`src/paw_pkg.sv`:
```
package paw_pkg;
  localparam int ADDR_W = 23;
  localparam int DATA_W = 16;
  localparam int CLK_PERIOD_NS = 40;
  // minimum select, address and lane hold to end of write
  localparam int SELECT_TO_WRITE_END_NS = 60;
  localparam int ADDRESS_TO_WRITE_END_NS = 60;
  localparam int LANE_TO_WRITE_END_NS = 60;
  localparam int WRITE_PULSE_WIDTH_NS = 55;
  localparam int LONG_WRITE_PULSE_WIDTH_NS = 70;
  localparam int LONG_RUN_WRITES = 50;
  localparam int WRITE_HIGH_GAP_NS = 5;
  localparam int WRITE_RECOVERY_NS = 0;
  localparam int DATA_TO_WRITE_END_NS = 30;
  localparam int READ_LATENCY = 5;
  localparam int MODE_PIN_LOW_MAX_NS = 500;
  // least times round up to cycles
  localparam int SEL_CYC = (SELECT_TO_WRITE_END_NS + CLK_PERIOD_NS - 1) / CLK_PERIOD_NS;
  localparam int ADDR_CYC = (ADDRESS_TO_WRITE_END_NS + CLK_PERIOD_NS - 1) / CLK_PERIOD_NS;
  localparam int LANE_CYC = (LANE_TO_WRITE_END_NS + CLK_PERIOD_NS - 1) / CLK_PERIOD_NS;
  localparam int WP_CYC = (WRITE_PULSE_WIDTH_NS + CLK_PERIOD_NS - 1) / CLK_PERIOD_NS;
  localparam int LONG_WP_CYC = (LONG_WRITE_PULSE_WIDTH_NS + CLK_PERIOD_NS - 1) / CLK_PERIOD_NS;
  localparam int GAP_RAW = (WRITE_HIGH_GAP_NS + CLK_PERIOD_NS - 1) / CLK_PERIOD_NS;
  localparam int GAP_CYC = (GAP_RAW < 1) ? 1 : GAP_RAW;
  localparam int REC_RAW = (WRITE_RECOVERY_NS + CLK_PERIOD_NS - 1) / CLK_PERIOD_NS;
  localparam int REC_CYC = (REC_RAW < 1) ? 1 : REC_RAW;
  localparam int DATA_CYC = (DATA_TO_WRITE_END_NS + CLK_PERIOD_NS - 1) / CLK_PERIOD_NS;
  // gaps must stay under latency-1 clocks
  localparam int GAP_MAX_CYC = READ_LATENCY - 2;
  localparam int CNT_W = 8;
  localparam logic [CNT_W-1:0] CNT_ZERO = 8'h00;
  localparam logic [CNT_W-1:0] CNT_ONE = 8'h01;
  localparam logic [CNT_W-1:0] CNT_MAX = 8'hFF;
endpackage : paw_pkg

```
`src/paw_if.sv`:
```
`timescale 1ns/1ps
interface paw_if #(
  parameter int ADDR_W = paw_pkg::ADDR_W,
  parameter int DATA_W = paw_pkg::DATA_W
);
  logic chip_select_n;
  logic write_enable_n;
  logic output_enable_n;
  logic upper_lane_enable_n;
  logic lower_lane_enable_n;
  logic address_valid_strobe_n;
  logic mode_set_pin_n;
  logic [ADDR_W-1:0] addr;
  logic [DATA_W-1:0] data_to_dev;
  logic data_to_dev_oe;
  logic [DATA_W-1:0] data_from_dev;
  logic data_from_dev_oe;
  logic wait_n;
  logic wait_oe;
  modport dev (
    input chip_select_n, write_enable_n, output_enable_n, upper_lane_enable_n,
    input lower_lane_enable_n, address_valid_strobe_n, mode_set_pin_n, addr,
    input data_to_dev, data_to_dev_oe,
    output data_from_dev, data_from_dev_oe, wait_n, wait_oe
  );
  modport host (
    output chip_select_n, write_enable_n, output_enable_n, upper_lane_enable_n,
    output lower_lane_enable_n, address_valid_strobe_n, mode_set_pin_n, addr,
    output data_to_dev, data_to_dev_oe,
    input data_from_dev, data_from_dev_oe, wait_n, wait_oe
  );
endinterface : paw_if

```
`src/paw_host.sv`:
```
`timescale 1ns/1ps
module paw_host #(
  parameter int ADDR_W = paw_pkg::ADDR_W,
  parameter int DATA_W = paw_pkg::DATA_W
) (
  input wire logic clk,
  input wire logic rst,
  paw_if.host bus,
  input wire logic req_valid,
  input wire logic req_burst,
  input wire logic [ADDR_W-1:0] req_addr,
  input wire logic [DATA_W-1:0] req_data,
  input wire logic [1:0] req_lanes,
  output logic req_ready_ff,
  output logic done_ff
);
  // ---------------------------------------------------------------
  // sequencer
  // ---------------------------------------------------------------
  typedef enum logic [1:0] {
    PAW_IDLE = 2'h0,
    PAW_SETUP = 2'h1,
    PAW_PULSE = 2'h3,
    PAW_GAP = 2'h2
  } paw_state_type;

  localparam int PULSE_CYC = (paw_pkg::SEL_CYC > paw_pkg::WP_CYC) ? paw_pkg::SEL_CYC :
                             paw_pkg::WP_CYC;
  localparam int PULSE_MIN = (PULSE_CYC > paw_pkg::ADDR_CYC) ? PULSE_CYC : paw_pkg::ADDR_CYC;
  localparam int PULSE_BASE = (PULSE_MIN > paw_pkg::LANE_CYC) ? PULSE_MIN : paw_pkg::LANE_CYC;
  localparam int PULSE_DATA = (PULSE_BASE > paw_pkg::DATA_CYC) ? PULSE_BASE : paw_pkg::DATA_CYC;
  localparam int PULSE_LONG = (PULSE_DATA > paw_pkg::LONG_WP_CYC) ? PULSE_DATA :
                              paw_pkg::LONG_WP_CYC;
  localparam logic [7:0] PULSE_N = 8'(PULSE_DATA);
  localparam logic [7:0] PULSE_LONG_N = 8'(PULSE_LONG);
  localparam logic [7:0] GAP_N = 8'(paw_pkg::GAP_CYC);
  localparam logic [7:0] REC_N = 8'(paw_pkg::REC_CYC);
  localparam logic [7:0] RUN_N = 8'(paw_pkg::LONG_RUN_WRITES);

  paw_state_type state_ff, nxt_state;
  logic [7:0] cnt_ff, nxt_cnt;
  logic [7:0] run_ff, nxt_run;
  logic cs_n_ff, nxt_cs_n;
  logic we_n_ff, nxt_we_n;
  logic ub_n_ff, nxt_ub_n;
  logic lb_n_ff, nxt_lb_n;
  logic [ADDR_W-1:0] addr_ff, nxt_addr;
  logic [DATA_W-1:0] data_ff, nxt_data;
  logic doe_ff, nxt_doe;
  logic nxt_ready;
  logic nxt_done;

  always_comb begin
    nxt_state = state_ff;
    nxt_cnt = cnt_ff;
    nxt_run = run_ff;
    nxt_cs_n = cs_n_ff;
    nxt_we_n = we_n_ff;
    nxt_ub_n = ub_n_ff;
    nxt_lb_n = lb_n_ff;
    nxt_addr = addr_ff;
    nxt_data = data_ff;
    nxt_doe = doe_ff;
    nxt_ready = 1'b0;
    nxt_done = 1'b0;
    unique case (state_ff)
      PAW_IDLE: begin
        nxt_ready = 1'b1;
        if (req_valid && req_ready_ff && (req_lanes != 2'h0)) begin
          // address and data placed a cycle ahead of the pulse
          nxt_addr = req_addr;
          nxt_data = req_data;
          nxt_doe = 1'b1;
          nxt_ub_n = !req_lanes[1];
          nxt_lb_n = !req_lanes[0];
          nxt_cs_n = 1'b0;
          nxt_ready = 1'b0;
          nxt_state = PAW_SETUP;
        end
      end
      PAW_SETUP: begin
        nxt_we_n = 1'b0;
        nxt_run = (run_ff == paw_pkg::CNT_MAX) ? run_ff : run_ff + paw_pkg::CNT_ONE;
        // long runs load PULSE_LONG_N, two cycles at the 40 ns clock, the same as PULSE_N
        nxt_cnt = (run_ff >= RUN_N) ? PULSE_LONG_N : PULSE_N;
        nxt_state = PAW_PULSE;
      end
      PAW_PULSE: begin
        nxt_cnt = cnt_ff - paw_pkg::CNT_ONE;
        if (cnt_ff == paw_pkg::CNT_ONE) begin
          // enable rises first; select, address, data held
          nxt_we_n = 1'b1;
          nxt_cnt = req_burst ? GAP_N : REC_N;
          nxt_done = 1'b1;
          nxt_state = PAW_GAP;
        end
      end
      PAW_GAP: begin
        nxt_cnt = cnt_ff - paw_pkg::CNT_ONE;
        if (cnt_ff <= paw_pkg::CNT_ONE) begin
          if (req_burst && req_valid && (req_lanes != 2'h0)) begin
            // next write of a multiple-write run, select kept low
            nxt_addr = req_addr;
            nxt_data = req_data;
            nxt_ub_n = !req_lanes[1];
            nxt_lb_n = !req_lanes[0];
            nxt_state = PAW_SETUP;
          end else begin
            nxt_cs_n = 1'b1;
            nxt_ub_n = 1'b1;
            nxt_lb_n = 1'b1;
            nxt_doe = 1'b0;
            nxt_run = paw_pkg::CNT_ZERO;
            nxt_state = PAW_IDLE;
          end
        end
      end
    endcase
  end

  always_ff @(posedge clk) begin
    if (rst) begin
      state_ff <= PAW_IDLE;
      cnt_ff <= paw_pkg::CNT_ZERO;
      run_ff <= paw_pkg::CNT_ZERO;
      cs_n_ff <= 1'b1;
      we_n_ff <= 1'b1;
      ub_n_ff <= 1'b1;
      lb_n_ff <= 1'b1;
      addr_ff <= '0;
      data_ff <= '0;
      doe_ff <= 1'b0;
      req_ready_ff <= 1'b0;
      done_ff <= 1'b0;
    end else begin
      state_ff <= nxt_state;
      cnt_ff <= nxt_cnt;
      run_ff <= nxt_run;
      cs_n_ff <= nxt_cs_n;
      we_n_ff <= nxt_we_n;
      ub_n_ff <= nxt_ub_n;
      lb_n_ff <= nxt_lb_n;
      addr_ff <= nxt_addr;
      data_ff <= nxt_data;
      doe_ff <= nxt_doe;
      req_ready_ff <= nxt_ready;
      done_ff <= nxt_done;
    end
  end

  // ---------------------------------------------------------------
  // pin drive
  // ---------------------------------------------------------------
  assign bus.chip_select_n = cs_n_ff;
  assign bus.write_enable_n = we_n_ff;
  assign bus.upper_lane_enable_n = ub_n_ff;
  assign bus.lower_lane_enable_n = lb_n_ff;
  assign bus.addr = addr_ff;
  assign bus.data_to_dev = data_ff;
  assign bus.data_to_dev_oe = doe_ff;
  assign bus.output_enable_n = 1'b1;
  assign bus.mode_set_pin_n = 1'b1;
  assign bus.address_valid_strobe_n = 1'b0;
  // host runs at 25 MHz, under the 66 MHz ceiling
endmodule : paw_host

```
`src/flat_wrapper.sv`:
```
// flat-port wrapper written by rule: the top's interface ports become plain ports
module paw_host_flat 
#(
  parameter int ADDR_W = paw_pkg::ADDR_W,
  parameter int DATA_W = paw_pkg::DATA_W
)
  (clk, rst, req_valid, req_burst, req_addr, req_data, req_lanes, req_ready_ff, done_ff, bus_chip_select_n, bus_write_enable_n, bus_output_enable_n, bus_upper_lane_enable_n, bus_lower_lane_enable_n, bus_address_valid_strobe_n, bus_mode_set_pin_n, bus_addr, bus_data_to_dev, bus_data_to_dev_oe, bus_data_from_dev, bus_data_from_dev_oe, bus_wait_n, bus_wait_oe);
  paw_if #(.ADDR_W(ADDR_W), .DATA_W(DATA_W)) bus_i ();
  input wire logic clk;
  input wire logic rst;
  input wire logic req_valid;
  input wire logic req_burst;
  input wire logic [ADDR_W-1:0] req_addr;
  input wire logic [DATA_W-1:0] req_data;
  input wire logic [1:0] req_lanes;
  output logic req_ready_ff;
  output logic done_ff;
  output wire logic [$bits(bus_i.chip_select_n)-1:0] bus_chip_select_n;
  output wire logic [$bits(bus_i.write_enable_n)-1:0] bus_write_enable_n;
  output wire logic [$bits(bus_i.output_enable_n)-1:0] bus_output_enable_n;
  output wire logic [$bits(bus_i.upper_lane_enable_n)-1:0] bus_upper_lane_enable_n;
  output wire logic [$bits(bus_i.lower_lane_enable_n)-1:0] bus_lower_lane_enable_n;
  output wire logic [$bits(bus_i.address_valid_strobe_n)-1:0] bus_address_valid_strobe_n;
  output wire logic [$bits(bus_i.mode_set_pin_n)-1:0] bus_mode_set_pin_n;
  output wire logic [$bits(bus_i.addr)-1:0] bus_addr;
  output wire logic [$bits(bus_i.data_to_dev)-1:0] bus_data_to_dev;
  output wire logic [$bits(bus_i.data_to_dev_oe)-1:0] bus_data_to_dev_oe;
  input wire logic [$bits(bus_i.data_from_dev)-1:0] bus_data_from_dev;
  input wire logic [$bits(bus_i.data_from_dev_oe)-1:0] bus_data_from_dev_oe;
  input wire logic [$bits(bus_i.wait_n)-1:0] bus_wait_n;
  input wire logic [$bits(bus_i.wait_oe)-1:0] bus_wait_oe;
  assign bus_chip_select_n = bus_i.chip_select_n;
  assign bus_write_enable_n = bus_i.write_enable_n;
  assign bus_output_enable_n = bus_i.output_enable_n;
  assign bus_upper_lane_enable_n = bus_i.upper_lane_enable_n;
  assign bus_lower_lane_enable_n = bus_i.lower_lane_enable_n;
  assign bus_address_valid_strobe_n = bus_i.address_valid_strobe_n;
  assign bus_mode_set_pin_n = bus_i.mode_set_pin_n;
  assign bus_addr = bus_i.addr;
  assign bus_data_to_dev = bus_i.data_to_dev;
  assign bus_data_to_dev_oe = bus_i.data_to_dev_oe;
  assign bus_i.data_from_dev = bus_data_from_dev;
  assign bus_i.data_from_dev_oe = bus_data_from_dev_oe;
  assign bus_i.wait_n = bus_wait_n;
  assign bus_i.wait_oe = bus_wait_oe;
  paw_host #(.ADDR_W(ADDR_W), .DATA_W(DATA_W)) u_core (.clk(clk), .rst(rst), .bus(bus_i), .req_valid(req_valid), .req_burst(req_burst), .req_addr(req_addr), .req_data(req_data), .req_lanes(req_lanes), .req_ready_ff(req_ready_ff), .done_ff(done_ff));
endmodule
```
`config.mk`:
```
export PLATFORM = sky130hd
export DESIGN_NAME = paw_host_flat
export DESIGN_NICKNAME = d
export VERILOG_FILES = /design/src/paw_pkg.sv /design/src/paw_if.sv /design/src/paw_host.sv /design/src/flat_wrapper.sv
export SDC_FILE = /design/constraint.sdc
export NUM_CORES = 1
export LEC_CHECK = 0
export ABC_CLOCK_PERIOD_IN_PS = 2029
export BUFFER_PORTS_ARGS = -buffer_cell sky130_fd_sc_hd__clkbuf_2
export CAP_MARGIN = 10
export CORE_UTILIZATION = 45
export CTS_CLUSTER_DIAMETER = 60
export DETAILED_ROUTE_END_ITERATION = 10
export HOLD_SLACK_MARGIN = 0.05
export PLACE_DENSITY_LB_ADDON = 0.3
export SKIP_CTS_REPAIR_TIMING = 1
export SLEW_MARGIN = 20
export SYNTH_ARGS = -nofsm -noshare
export SYNTH_HDL_FRONTEND = slang
export SYNTH_SLANG_ARGS = --single-unit
export TNS_END_PERCENT = 10
```
`constraint.sdc`:
```
create_clock -name clk -period 2.03 [get_ports clk]
set_input_delay 0.406 -clock clk [delete_from_list [all_inputs] [get_ports clk]]
set_output_delay 0.406 -clock clk [all_outputs]
set_load 0.05 [all_outputs]
```
-- Yosys cells after proc, flatten, opt, wreduce, memory -nomap -nowiden
Index checks and enable logic that the tools add are counted.
- word-level logic and storage cells: 77
- register bits: 56
- output and inout port bits: 49
- add/subtract/negate cells: 1
- mux-type cells: 35
- reductions and logical operators: 18
- magnitude comparators: 1
- equal/unequal tests: 9
- bitwise gates (word level): 2
- operator list (operator ; count):
    two-way mux 23 bit ; 3
    two-way mux 16 bit ; 3
    one-hot mux 23 bit (2 select lines) ; 1
    one-hot mux 16 bit (2 select lines) ; 1
    one-hot mux 8 bit (3 select lines) ; 1
    two-way mux 1 bit ; 16
    one-hot mux 1 bit (2 select lines) ; 5
    == test 8 x 1 -> 1 bit (second input constant) ; 1
    less-or-equal comparator 8 x 1 -> 1 bit (second input constant) ; 1
    two-way mux 8 bit ; 1
    != test 2 x 1 -> 1 bit (second input constant) ; 4
    one-hot mux 2 bit (4 select lines) ; 1
    AND reduction 4 bit ; 2
    subtractor 8 x 1 -> 8 bit (second input constant) ; 1
    two-way mux 2 bit ; 3
    AND reduction 3 bit ; 2
    nonzero test 2 bit ; 3
    == test 2 bit (second input constant) ; 2
    logical AND 1 bit ; 4
    OR reduction 2 bit ; 2
    nonzero test 3 bit ; 1
    == test 2 x 1 -> 1 bit (second input constant) ; 1
    zero test 1 bit ; 2
    zero test 2 bit ; 1
    other kinds (3) ; 4

-- Depth between registers and ports, before layout
Gate-level depths: netlist (run 1).
- word-level depth: 5
- depth in mapped cells: 8
- mapped depth without buffers: 6

-- Worst setup path after synthesis (run 1)
OpenSTA, ideal clock, no wires.
- path kind: register to register
- start: register u_core.cnt_ff[0]
- end: register u_core.addr_ff[10], in the netlist u_core.bus.addr[10]
- buffers on the path: 2
- arrival: 1568 ps
- library setup time: 119 ps
- stages on the path, launching flop included: 9
- setup slack: 343 ps
- cell sequence: dfxtp_1 inv_1 ha_1 or2_2 nand3_2 o21ai_2 buf_6 buf_8 mux2i_1
- longest elaborated chain between the ends: 3
- RTL lines (item ; line ; text):
    start: declaration ; paw_host.sv:41 ; logic [7:0] cnt_ff, nxt_cnt;
    start signal: assignment ; paw_host.sv:124 ; cnt_ff <= paw_pkg::CNT_ZERO;
    start signal: assignment ; paw_host.sv:137 ; cnt_ff <= nxt_cnt;
    less-or-equal comparator 8 x 1 -> 1 bit ; paw_host.sv:100 ; if (cnt_ff <= paw_pkg::CNT_ONE) begin
    != test 2 x 1 -> 1 bit (no source line) ; - ;
    AND reduction 4 bit (no source line) ; - ;
    end signal: assignment ; paw_host.sv:143 ; addr_ff <= nxt_addr;
    end: declaration ; paw_host.sv:47 ; logic [ADDR_W-1:0] addr_ff, nxt_addr;
Every way passes these cells.
A chain may end at the register's enable or synchronous reset.

-- Worst setup path after layout (run 1)
- start: register u_core.cnt_ff[1]
- end: register u_core.addr_ff[7], in the netlist u_core.bus.addr[7]
Same word-level chain as after synthesis.

==> metrics.yaml, run 1 <==
viasPerCell: 4.95
wl_per_cell_um: 11.4
synth_most_common_cell: "nand2_1"
dp_hpwl_um: 3510
nFillCells: 510
r2r-end: "u_core.bus.addr[7]$_SDFFE_PP0P_"
synthToLayoutAreaGrowth_pct: 24.5
timing.slew.headroom: 0.622
cts_made_buffers: 5
holdWs_ps: 327
cp_max_fo: 39
slew_viol_final: 0
finalHoldViolCount: 0
seqCellArea_um2: 1120
hold_path_end: "u_core.bus.addr[5]$_SDFFE_PP0P_"
cts_max_path_buffers: 2
multi_input_area_um2: 1190
setup_ws_ps: 201
routed_wl_um: 4940
grt_pass1_vias: 1729
p_leak_nw: 1.35
hp-start: "req_addr[5]"
final_antenna_net_count: 0
synth_common_cells: "88 x nand2_1, 56 x dfxtp_1, 41 x mux2i_1"
ys_warn_count: 0
r2r-start: "u_core.cnt_ff[1]$_SDFFE_PP0P_"
nets: 427
clk_latency_ps: 290
drive_above_1_share: 0.304
io_pins: 113
globalplace.congestion: 0.775
grt_max_degree: 48
rsz0062_at_grt: "no"
worstHoldPathCells: 3
critical_path.cell_chain: "inv_1 -> ha_1 -> or2_2 -> nand3_2 -> o21ai_4 -> buf_12 -> mux2i_1"
cellPowerDensity_nw_per_um2: 1360
dpl_worst_slack_ps: 241
ys_ff_latch: 56
vias: 2137
ys_seq_area_frac: 0.461
peakVddDrop_mv: 0.505
antenna_cells: 0
setup_violations: 0
crit_type: "flip-flop to flip-flop"
slowest_stage: "dfxtp_1"
status: "complete, no violations"
timing.max_cap.violations: 0
finClkSkew_ps: 3.91
grt_pass1_wl_um: 7550
num_rows: 26
initialDrtViolationCount: 99
cpPeakStageDelay_ps: 350
cp-end-kind: "flip-flop"
synth_edf_count: 0
synthTopCellsByArea: "dfxtp_1 46%, mux2i_1 17%, nand2_1 14%"
final_util: 0.589
hold_class: "primary input to flip-flop"
fin_crit_sh: 0.901
critPathLaunchType: "flip-flop"
grtUsageTotal: 0.170
io_buffers: 90
yosys.area.top_type: "dfxtp_1"
clk_pin_slew_worst_paths_ps: 90
antenna_found_initial: 0
synthDistinctLibCells: 42
async_flop_share: 0
initial_core_util: 0.473
htree_levels: 2
r2r_cells: 7
max_freq_ghz: 0.547
synth-main-ff-cell: "dfxtp_1"
yosys.area.top_type_share: 0.461
required_ps: 2260
firstDrtPassIters: 4
die_area_um2: 5700
syn_area_um2: 2430
finalCriticalPeriod_ps: 1830
tns_ps: 0
ff2ff_setup_slack_ps: 200
die_y_um: 75.5
overflow: 0
coreArea_um2: 5140
die_w_um: 75.5
cts_root_buf: "clkbuf_8"
avgSynthCellArea_um2: 8.78
synthCells: 277
cts.sinks: 56
crit_arrival_ps: 2060
max_slew.worst_pin.slew_ps: 565
remaining_drc_errors: 0
cts_tree: "yes"
metal layers:
metal,global-route usage,part of all wire,vias to the layer above
met1,0.212,0.45,981
met4,0.0514,0.0085,0
li1,-,-,1096
met3,0.0384,0.048,5
met5,0,0,-
met2,0.293,0.49,55
how the worst max path moves through the flow:
stage	from	end	slack [ps]	cells past startpoint
after global routing	u_core.cnt_ff[1]$_SDFFE_PP0P_	u_core.cnt_ff[3]$_SDFFE_PP0P_	40	6
after floorplan	u_core.cnt_ff[0]$_SDFFE_PP0P_	u_core.bus.addr[10]$_SDFFE_PP0P_	340	8
after CTS	u_core.cnt_ff[0]$_SDFFE_PP0P_	u_core.bus.data_to_dev[6]$_SDFFE_PP0P_	200	7
after detailed placement	u_core.cnt_ff[0]$_SDFFE_PP0P_	u_core.bus.addr[15]$_SDFFE_PP0P_	240	7
final	u_core.cnt_ff[1]$_SDFFE_PP0P_	u_core.bus.addr[7]$_SDFFE_PP0P_	200	7
after global placement	u_core.cnt_ff[0]$_SDFFE_PP0P_	u_core.bus.addr[14]$_SDFFE_PP0P_	280	7
registers in the layout, indices dropped and copies added, names as in the netlist, 2 cells and up:
name	flops
u_core.cnt_ff	8
u_core.bus.addr	23
u_core.bus.data_to_dev	16
u_core.state_ff	2
cell type report:
class / instances / share of cell area
Multi-Input combinational cell: 197 / 0.393
Sequential cell: 56 / 0.370
Timing Repair Buffer: 96 / 0.172
Clock buffer: 8 / 0.0298
Tap cell: 70 / 0.0289
Inverter: 5 / 0.00620
worst max-delay path: cells and delay by family, from the launching register on:
| family | cells | cell delay [ps] |
|---|---|---|
| AO/OA/AOI/OAI | 1 | 200 |
| adder cells (fa/ha/maj) | 1 | 290 |
| buffers and inverters | 2 | 370 |
| flip-flops | 1 | 350 |
| multiplexers | 1 | 220 |
| AND/OR/NAND/NOR | 2 | 290 |
logic make-up (layout without fill, tap and decap cells):
group | Yosys count | in the layout | share of synthesized area
and+or+nand+nor | 122 | 122 | 0.224
adders and majority gates | 2 | 2 | 0.0103
DFF | 56 | 56 | 0.461
AOI/OAI and AO/OA | 29 | 29 | 0.0777
other | 2 | 3 | 0.00309
buffers and inverters | 25 | 109 | 0.0545
muxes | 41 | 41 | 0.169
power breakdown:
| group | internal [mW] | switching [mW] |
|---|---|---|
| clock | 0.279 | 0.329 |
| sequential | 1.35 | 0.211 |
| combinational | 0.634 | 1.31 |
cells in the final DEF (no fill, tap or decap), types with 2 or more instances in the layout:
cell type / count
clkbuf_2: 90
nand2_1: 88
dfxtp_1: 56
mux2i_1: 41
a21oi_1: 8
nand3_1: 7
nor2_1: 7
clkbuf_8: 6
o21ai_0: 5
a31oi_1: 5
inv_1: 4
buf_4: 4
conb_1: 3
nor2b_1: 2
nand2b_1: 2
a211o_1: 2
nand4_1: 2
and2_1: 2
and3_1: 2
ha_1: 2
clkbuf_1: 2
buf_12: 2
metrics by stage:
stage | power, mW | cells | instance area, um^2
after global routing | 4.36 | 432 | 3030
after detailed placement | 3.52 | 424 | 2940
final | 4.11 | 432 | 3030
after CTS | 4.15 | 432 | 3030
after floorplan | 3.09 | 278 | 2430
after global placement | 3.49 | 424 | 2940
No activity file was read; power rests on OpenSTA's default activity.
==> run 2: changes to the inputs <==
- ABC_CLOCK_PERIOD_IN_PS: 2029 -> 2000
- clock period: 2.03 -> 2 ns (I/O delays scaled with it)
==> run 2 against run 1 <==
- combinational power grew 6%
- register-to-register slack worse by 20 ps
- final cell count rose by 0.69%
- worst setup slack worse by 19 ps
- global-route usage is 0.82 points higher
- routed wire length rose by 3.8%
- clock power shrank 1%
- critical endpoint is now u_core.bus.addr[21]$_SDFFE_PP0P_
- highest routed layer unchanged
==> metrics.yaml, run 2 (synthesized netlist as in run 1, its figures left out) <==
crit_type: "flip-flop to flip-flop"
antenna_cells: 0
r2r-start: "u_core.cnt_ff[0]$_SDFFE_PP0P_"
p_leak_nw: 1.36
slew_viol_final: 0
max_slew.worst_pin.slew_ps: 558
cts_tree: "yes"
grt_pass1_wl_um: 7820
overflow: 0
remaining_drc_errors: 0
max_freq_ghz: 0.550
grt_max_degree: 48
drt-met1-wl_um: 2300
ff2ff_setup_slack_ps: 180
drive_above_1_share: 0.310
hold_path_end: "u_core.bus.addr[5]$_SDFFE_PP0P_"
firstDrtPassIters: 4
critPathLaunchType: "flip-flop"
io_pins: 113
finalCriticalPeriod_ps: 1820
routed_wl_um: 5130
viasPerCell: 4.92
die_area_um2: 5700
wl_per_cell_um: 11.8
p_int_mw: 2.30
swShare: 0.455
grt_pass1_vias: 1815
tns_ps: 0
p_sw_mw: 1.92
dpl_worst_slack_ps: 171
final_antenna_net_count: 0
die_y_um: 75.5
cts_root_buf: "clkbuf_8"
finClkSkew_ps: 8.41
htree_levels: 2
r2r_cells: 6
status: "complete, no violations"
timing.slew.headroom: 0.626
hp-start: "req_addr[5]"
vias: 2140
final_common_cell: "clkbuf_2"
fin_crit_sh: 0.909
rsz0062_at_grt: "no"
coreArea_um2: 5140
nFillCells: 479
r2r-end: "u_core.bus.addr[21]$_SDFFE_PP0P_"
cts_made_buffers: 5
cts_max_path_buffers: 2
comb_power_share: 0.488
placed_area_um2: 2960
nets: 430
final_cell_mix: "90 x clkbuf_2, 88 x nand2_1, 56 x dfxtp_1"
finalHoldViolCount: 0
num_rows: 26
seq_power_share: 0.369
hold_class: "primary input to flip-flop"
dr_wl_met2_um: 2480
synthToLayoutAreaGrowth_pct: 25.2
met3RoutedLength_um: 297
setup_ws_ps: 182
holdWs_ps: 313
cellPowerDensity_nw_per_um2: 1390
highest_layer: "met4"
antenna_found_initial: 0
setup_violations: 0
power_frac_clock: 0.142
peakVddDrop_mv: 0.631
worstHoldPathCells: 3
grtUsageTotal: 0.178
initial_core_util: 0.473
clk_pin_slew_worst_paths_ps: 100
cp_max_fo: 33
design_area_um2: 3040
seqCellArea_um2: 1120
initialDrtViolationCount: 109
crit_arrival_ps: 2050
cp-end-kind: "flip-flop"
die_w_um: 75.5
cts.sinks: 56
required_ps: 2230
multi_input_area_um2: 1190
timing.max_cap.violations: 0
clk_latency_ps: 300
dp_hpwl_um: 3630
largest_reg_flops: 23
globalplace.congestion: 0.755
io_buffers: 90
==> run 2: critical path, stage by stage (launching register included) <==
cell     delay, ps
dfxtp_1        430
ha_1           210
or2_2          130
nand3_2        110
o21ai_4        340
buf_12         290
mux2i_1        220
==> run 2: worst max path at each step <==
stage	from	end	depth (start not counted)	slack [ps]
after floorplan	u_core.cnt_ff[0]$_SDFFE_PP0P_	u_core.bus.addr[10]$_SDFFE_PP0P_	8	310
after global placement	u_core.cnt_ff[0]$_SDFFE_PP0P_	u_core.bus.data_to_dev[15]$_SDFFE_PP0P_	6	250
after detailed placement	u_core.cnt_ff[0]$_SDFFE_PP0P_	u_core.bus.data_to_dev[6]$_SDFFE_PP0P_	7	170
after CTS	u_core.cnt_ff[0]$_SDFFE_PP0P_	u_core.bus.data_to_dev[5]$_SDFFE_PP0P_	7	150
after global routing	u_core.cnt_ff[1]$_SDFFE_PP0P_	u_core.cnt_ff[4]$_SDFFE_PP0P_	6	10
final	u_core.cnt_ff[0]$_SDFFE_PP0P_	u_core.bus.addr[21]$_SDFFE_PP0P_	6	180
==> run 2: per-layer routing <==
metal,vias up,global-route usage
met5,-,0
met4,0,0.0658
met3,5,0.0529
met2,64,0.295
met1,971,0.220
li1,1100,-
==> run 2: layout make-up <==
class                           count  area share
Clock buffer                        7      0.0251
Clock inverter                      1     0.00288
Inverter                            5     0.00617
Multi-Input combinational cell    197       0.390
Sequential cell                    56       0.368
Tap cell                           70      0.0288
Timing Repair Buffer               99       0.178
==> run 2: per-stage QoR <==
step                      cells  total power, mW   util
after floorplan             278             3.13      -
after global placement      427             3.60  0.576
after detailed placement    427             3.65  0.576
after CTS                   435             4.26  0.592
after global routing        435             4.49  0.592
final                       435             4.23  0.592
==> run 2: power by group through the flow <==
stage | combinational (mW) | clock [mW] | sequential [mW]
4_1_cts | 2.07 | 0.632 | 1.56
3_3_place_gp | 2.03 | 0 | 1.57
3_5_place_dp | 2.07 | 0 | 1.58
2_1_floorplan | 0.997 | 0 | 2.14
5_1_grt | 2.21 | 0.675 | 1.60
6_report | 2.06 | 0.602 | 1.56
==> run 3: changes to the inputs <==
- CORE_ASPECT_RATIO: unset -> 0.5
==> run 3 against run 2 <==
- register-to-register slack about the same
- final area down 0.12%
- fmax down 0.45%
- final cell count down 0.46%
- combinational power down 3%
- first-iteration DRC count down 40%
- count of clock-buffer cells in the layout down 1
- largest cell class unchanged
- flip-flop and latch count unchanged
- routed wire length down 1.0%
- critical endpoint is now u_core.bus.addr[18]$_SDFFE_PP0P_
==> metrics.yaml, run 3 (synthesized netlist as in run 1, its figures left out) <==
status: "complete, no violations"
cts_tree: "yes"
wl_per_cell_um: 11.7
cts_root_buf: "clkbuf_8"
cp_max_fo: 18
r2r_cells: 7
grtUsageTotal: 0.175
cp-end-kind: "flip-flop"
path_buf_inv: 2
antenna_found_initial: 0
clk_pin_slew_worst_paths_ps: 100
crit_family: "buffers and inverters"
critPathLaunchType: "flip-flop"
routed_wl_um: 5070
globalplace.congestion: 0.797
max_slew.worst_pin.slew_ps: 579
p_leak_nw: 1.36
critical_path.cell_chain: "inv_1 -> ha_1 -> or2_2 -> nand3_2 -> o21ai_4 -> buf_4 -> mux2i_1"
htree_levels: 2
grt_max_degree: 46
final_antenna_net_count: 0
drive_above_1_share: 0.311
slowest_stage: "dfxtp_1"
setup_violations: 0
grt_pass1_vias: 1853
peakVddDrop_mv: 0.651
io_buffers: 90
final_cell_mix: "90 x clkbuf_2, 88 x nand2_1, 56 x dfxtp_1"
cts_max_path_buffers: 2
io_pins: 113
grt_pass1_wl_um: 7840
largest_reg_flops: 23
cts.sinks: 56
nets: 428
remaining_drc_errors: 0
place_inst: 425
max_freq_ghz: 0.548
coreArea_um2: 5070
crit_type: "flip-flop to flip-flop"
die_area_um2: 5720
dp_hpwl_um: 3640
worstHoldPathCells: 3
timing.max_cap.violations: 0
finalHoldViolCount: 0
hold_class: "primary input to flip-flop"
slew_viol_final: 0
fin_crit_sh: 0.913
initial_core_util: 0.480
path_depth: 7
finalPower_mw: 4.32
synthToLayoutAreaGrowth_pct: 25.1
vias: 2126
rsz0062_at_grt: "no"
initialDrtViolationCount: 65
num_rows: 18
required_ps: 2240
firstDrtPassIters: 4
finalCriticalPeriod_ps: 1830
finClkSkew_ps: 7.65
clk_latency_ps: 310
tns_ps: 0
cpPeakStageDelay_ps: 360
cts_made_buffers: 5
crit_arrival_ps: 2070
die_y_um: 54.0
cellPowerDensity_nw_per_um2: 1420
timing.slew.headroom: 0.608
final_common_cell: "clkbuf_2"
viasPerCell: 4.91
antenna_cells: 0
overflow: 0
die_w_um: 106
layout.cells.non_filler: 433
run 3: changes by cell type in the layout (fill, tap and decap cells not counted), sizes merged:
cell,delta
buf,-2
clkbuf,-1
inv,+1
clkinv,-1
bufinv,+1
run 3: power by group:
| group | total [mW] | internal [mW] | switching, mW |
|---|---|---|---|
| registers | 1.59 | 1.37 | 0.222 |
| logic | 1.99 | 0.638 | 1.35 |
| clock network | 0.748 | 0.379 | 0.369 |
| total | 4.32 | 2.38 | 1.94 |
run 3: routing by layer:
layer,up-vias,global-route usage,routed length (um)
li1,1098,-,-
met1,964,0.187,2220
met2,54,0.344,2510
met3,10,0.0593,282
met4,0,0.0394,57
met5,-,0,0
run 3: worst register-to-register path, stage by stage (launching register included):
cell	delay [ps]
dfxtp_1	360
inv_1	90
ha_1	280
or2_2	180
nand3_2	110
o21ai_4	190
buf_4	320
mux2i_1	240
run 3: final cells by class:
type	count	area (um^2)
Clock buffer	6	72.6
Fill cell	443	2030
Multi-Input combinational cell	197	1190
Tap cell	70	87.6
Timing Repair Buffer	97	507
Sequential cell	56	1120
Inverter	5	18.8
Clock inverter	2	38.8
run 3: worst paths after layout:
path | start | to | slack, ps
worst max-delay path | u_core.cnt_ff[0]$_SDFFE_PP0P_ | u_core.bus.addr[18]$_SDFFE_PP0P_ | 170
worst min register to register | u_core.bus.addr[1]$_SDFFE_PP0P_ | u_core.bus.addr[1]$_SDFFE_PP0P_ | 460
worst max register to register | u_core.cnt_ff[0]$_SDFFE_PP0P_ | u_core.bus.addr[18]$_SDFFE_PP0P_ | 170
worst min-delay path | req_data[1] | u_core.bus.data_to_dev[1]$_SDFFE_PP0P_ | 300
run 3: per-stage QoR:
stage / area [um^2] / setup WS, ps / hold WS [ps] / util
after floorplan: 2430 / 313 / 476 / -
after global placement: 2920 / 211 / 442 / 0.576
after detailed placement: 2920 / 146 / 450 / 0.576
after CTS: 3030 / 115 / 294 / 0.598
after global routing: 3040 / 31.4 / 293 / 0.600
final: 3040 / 174 / 302 / 0.600
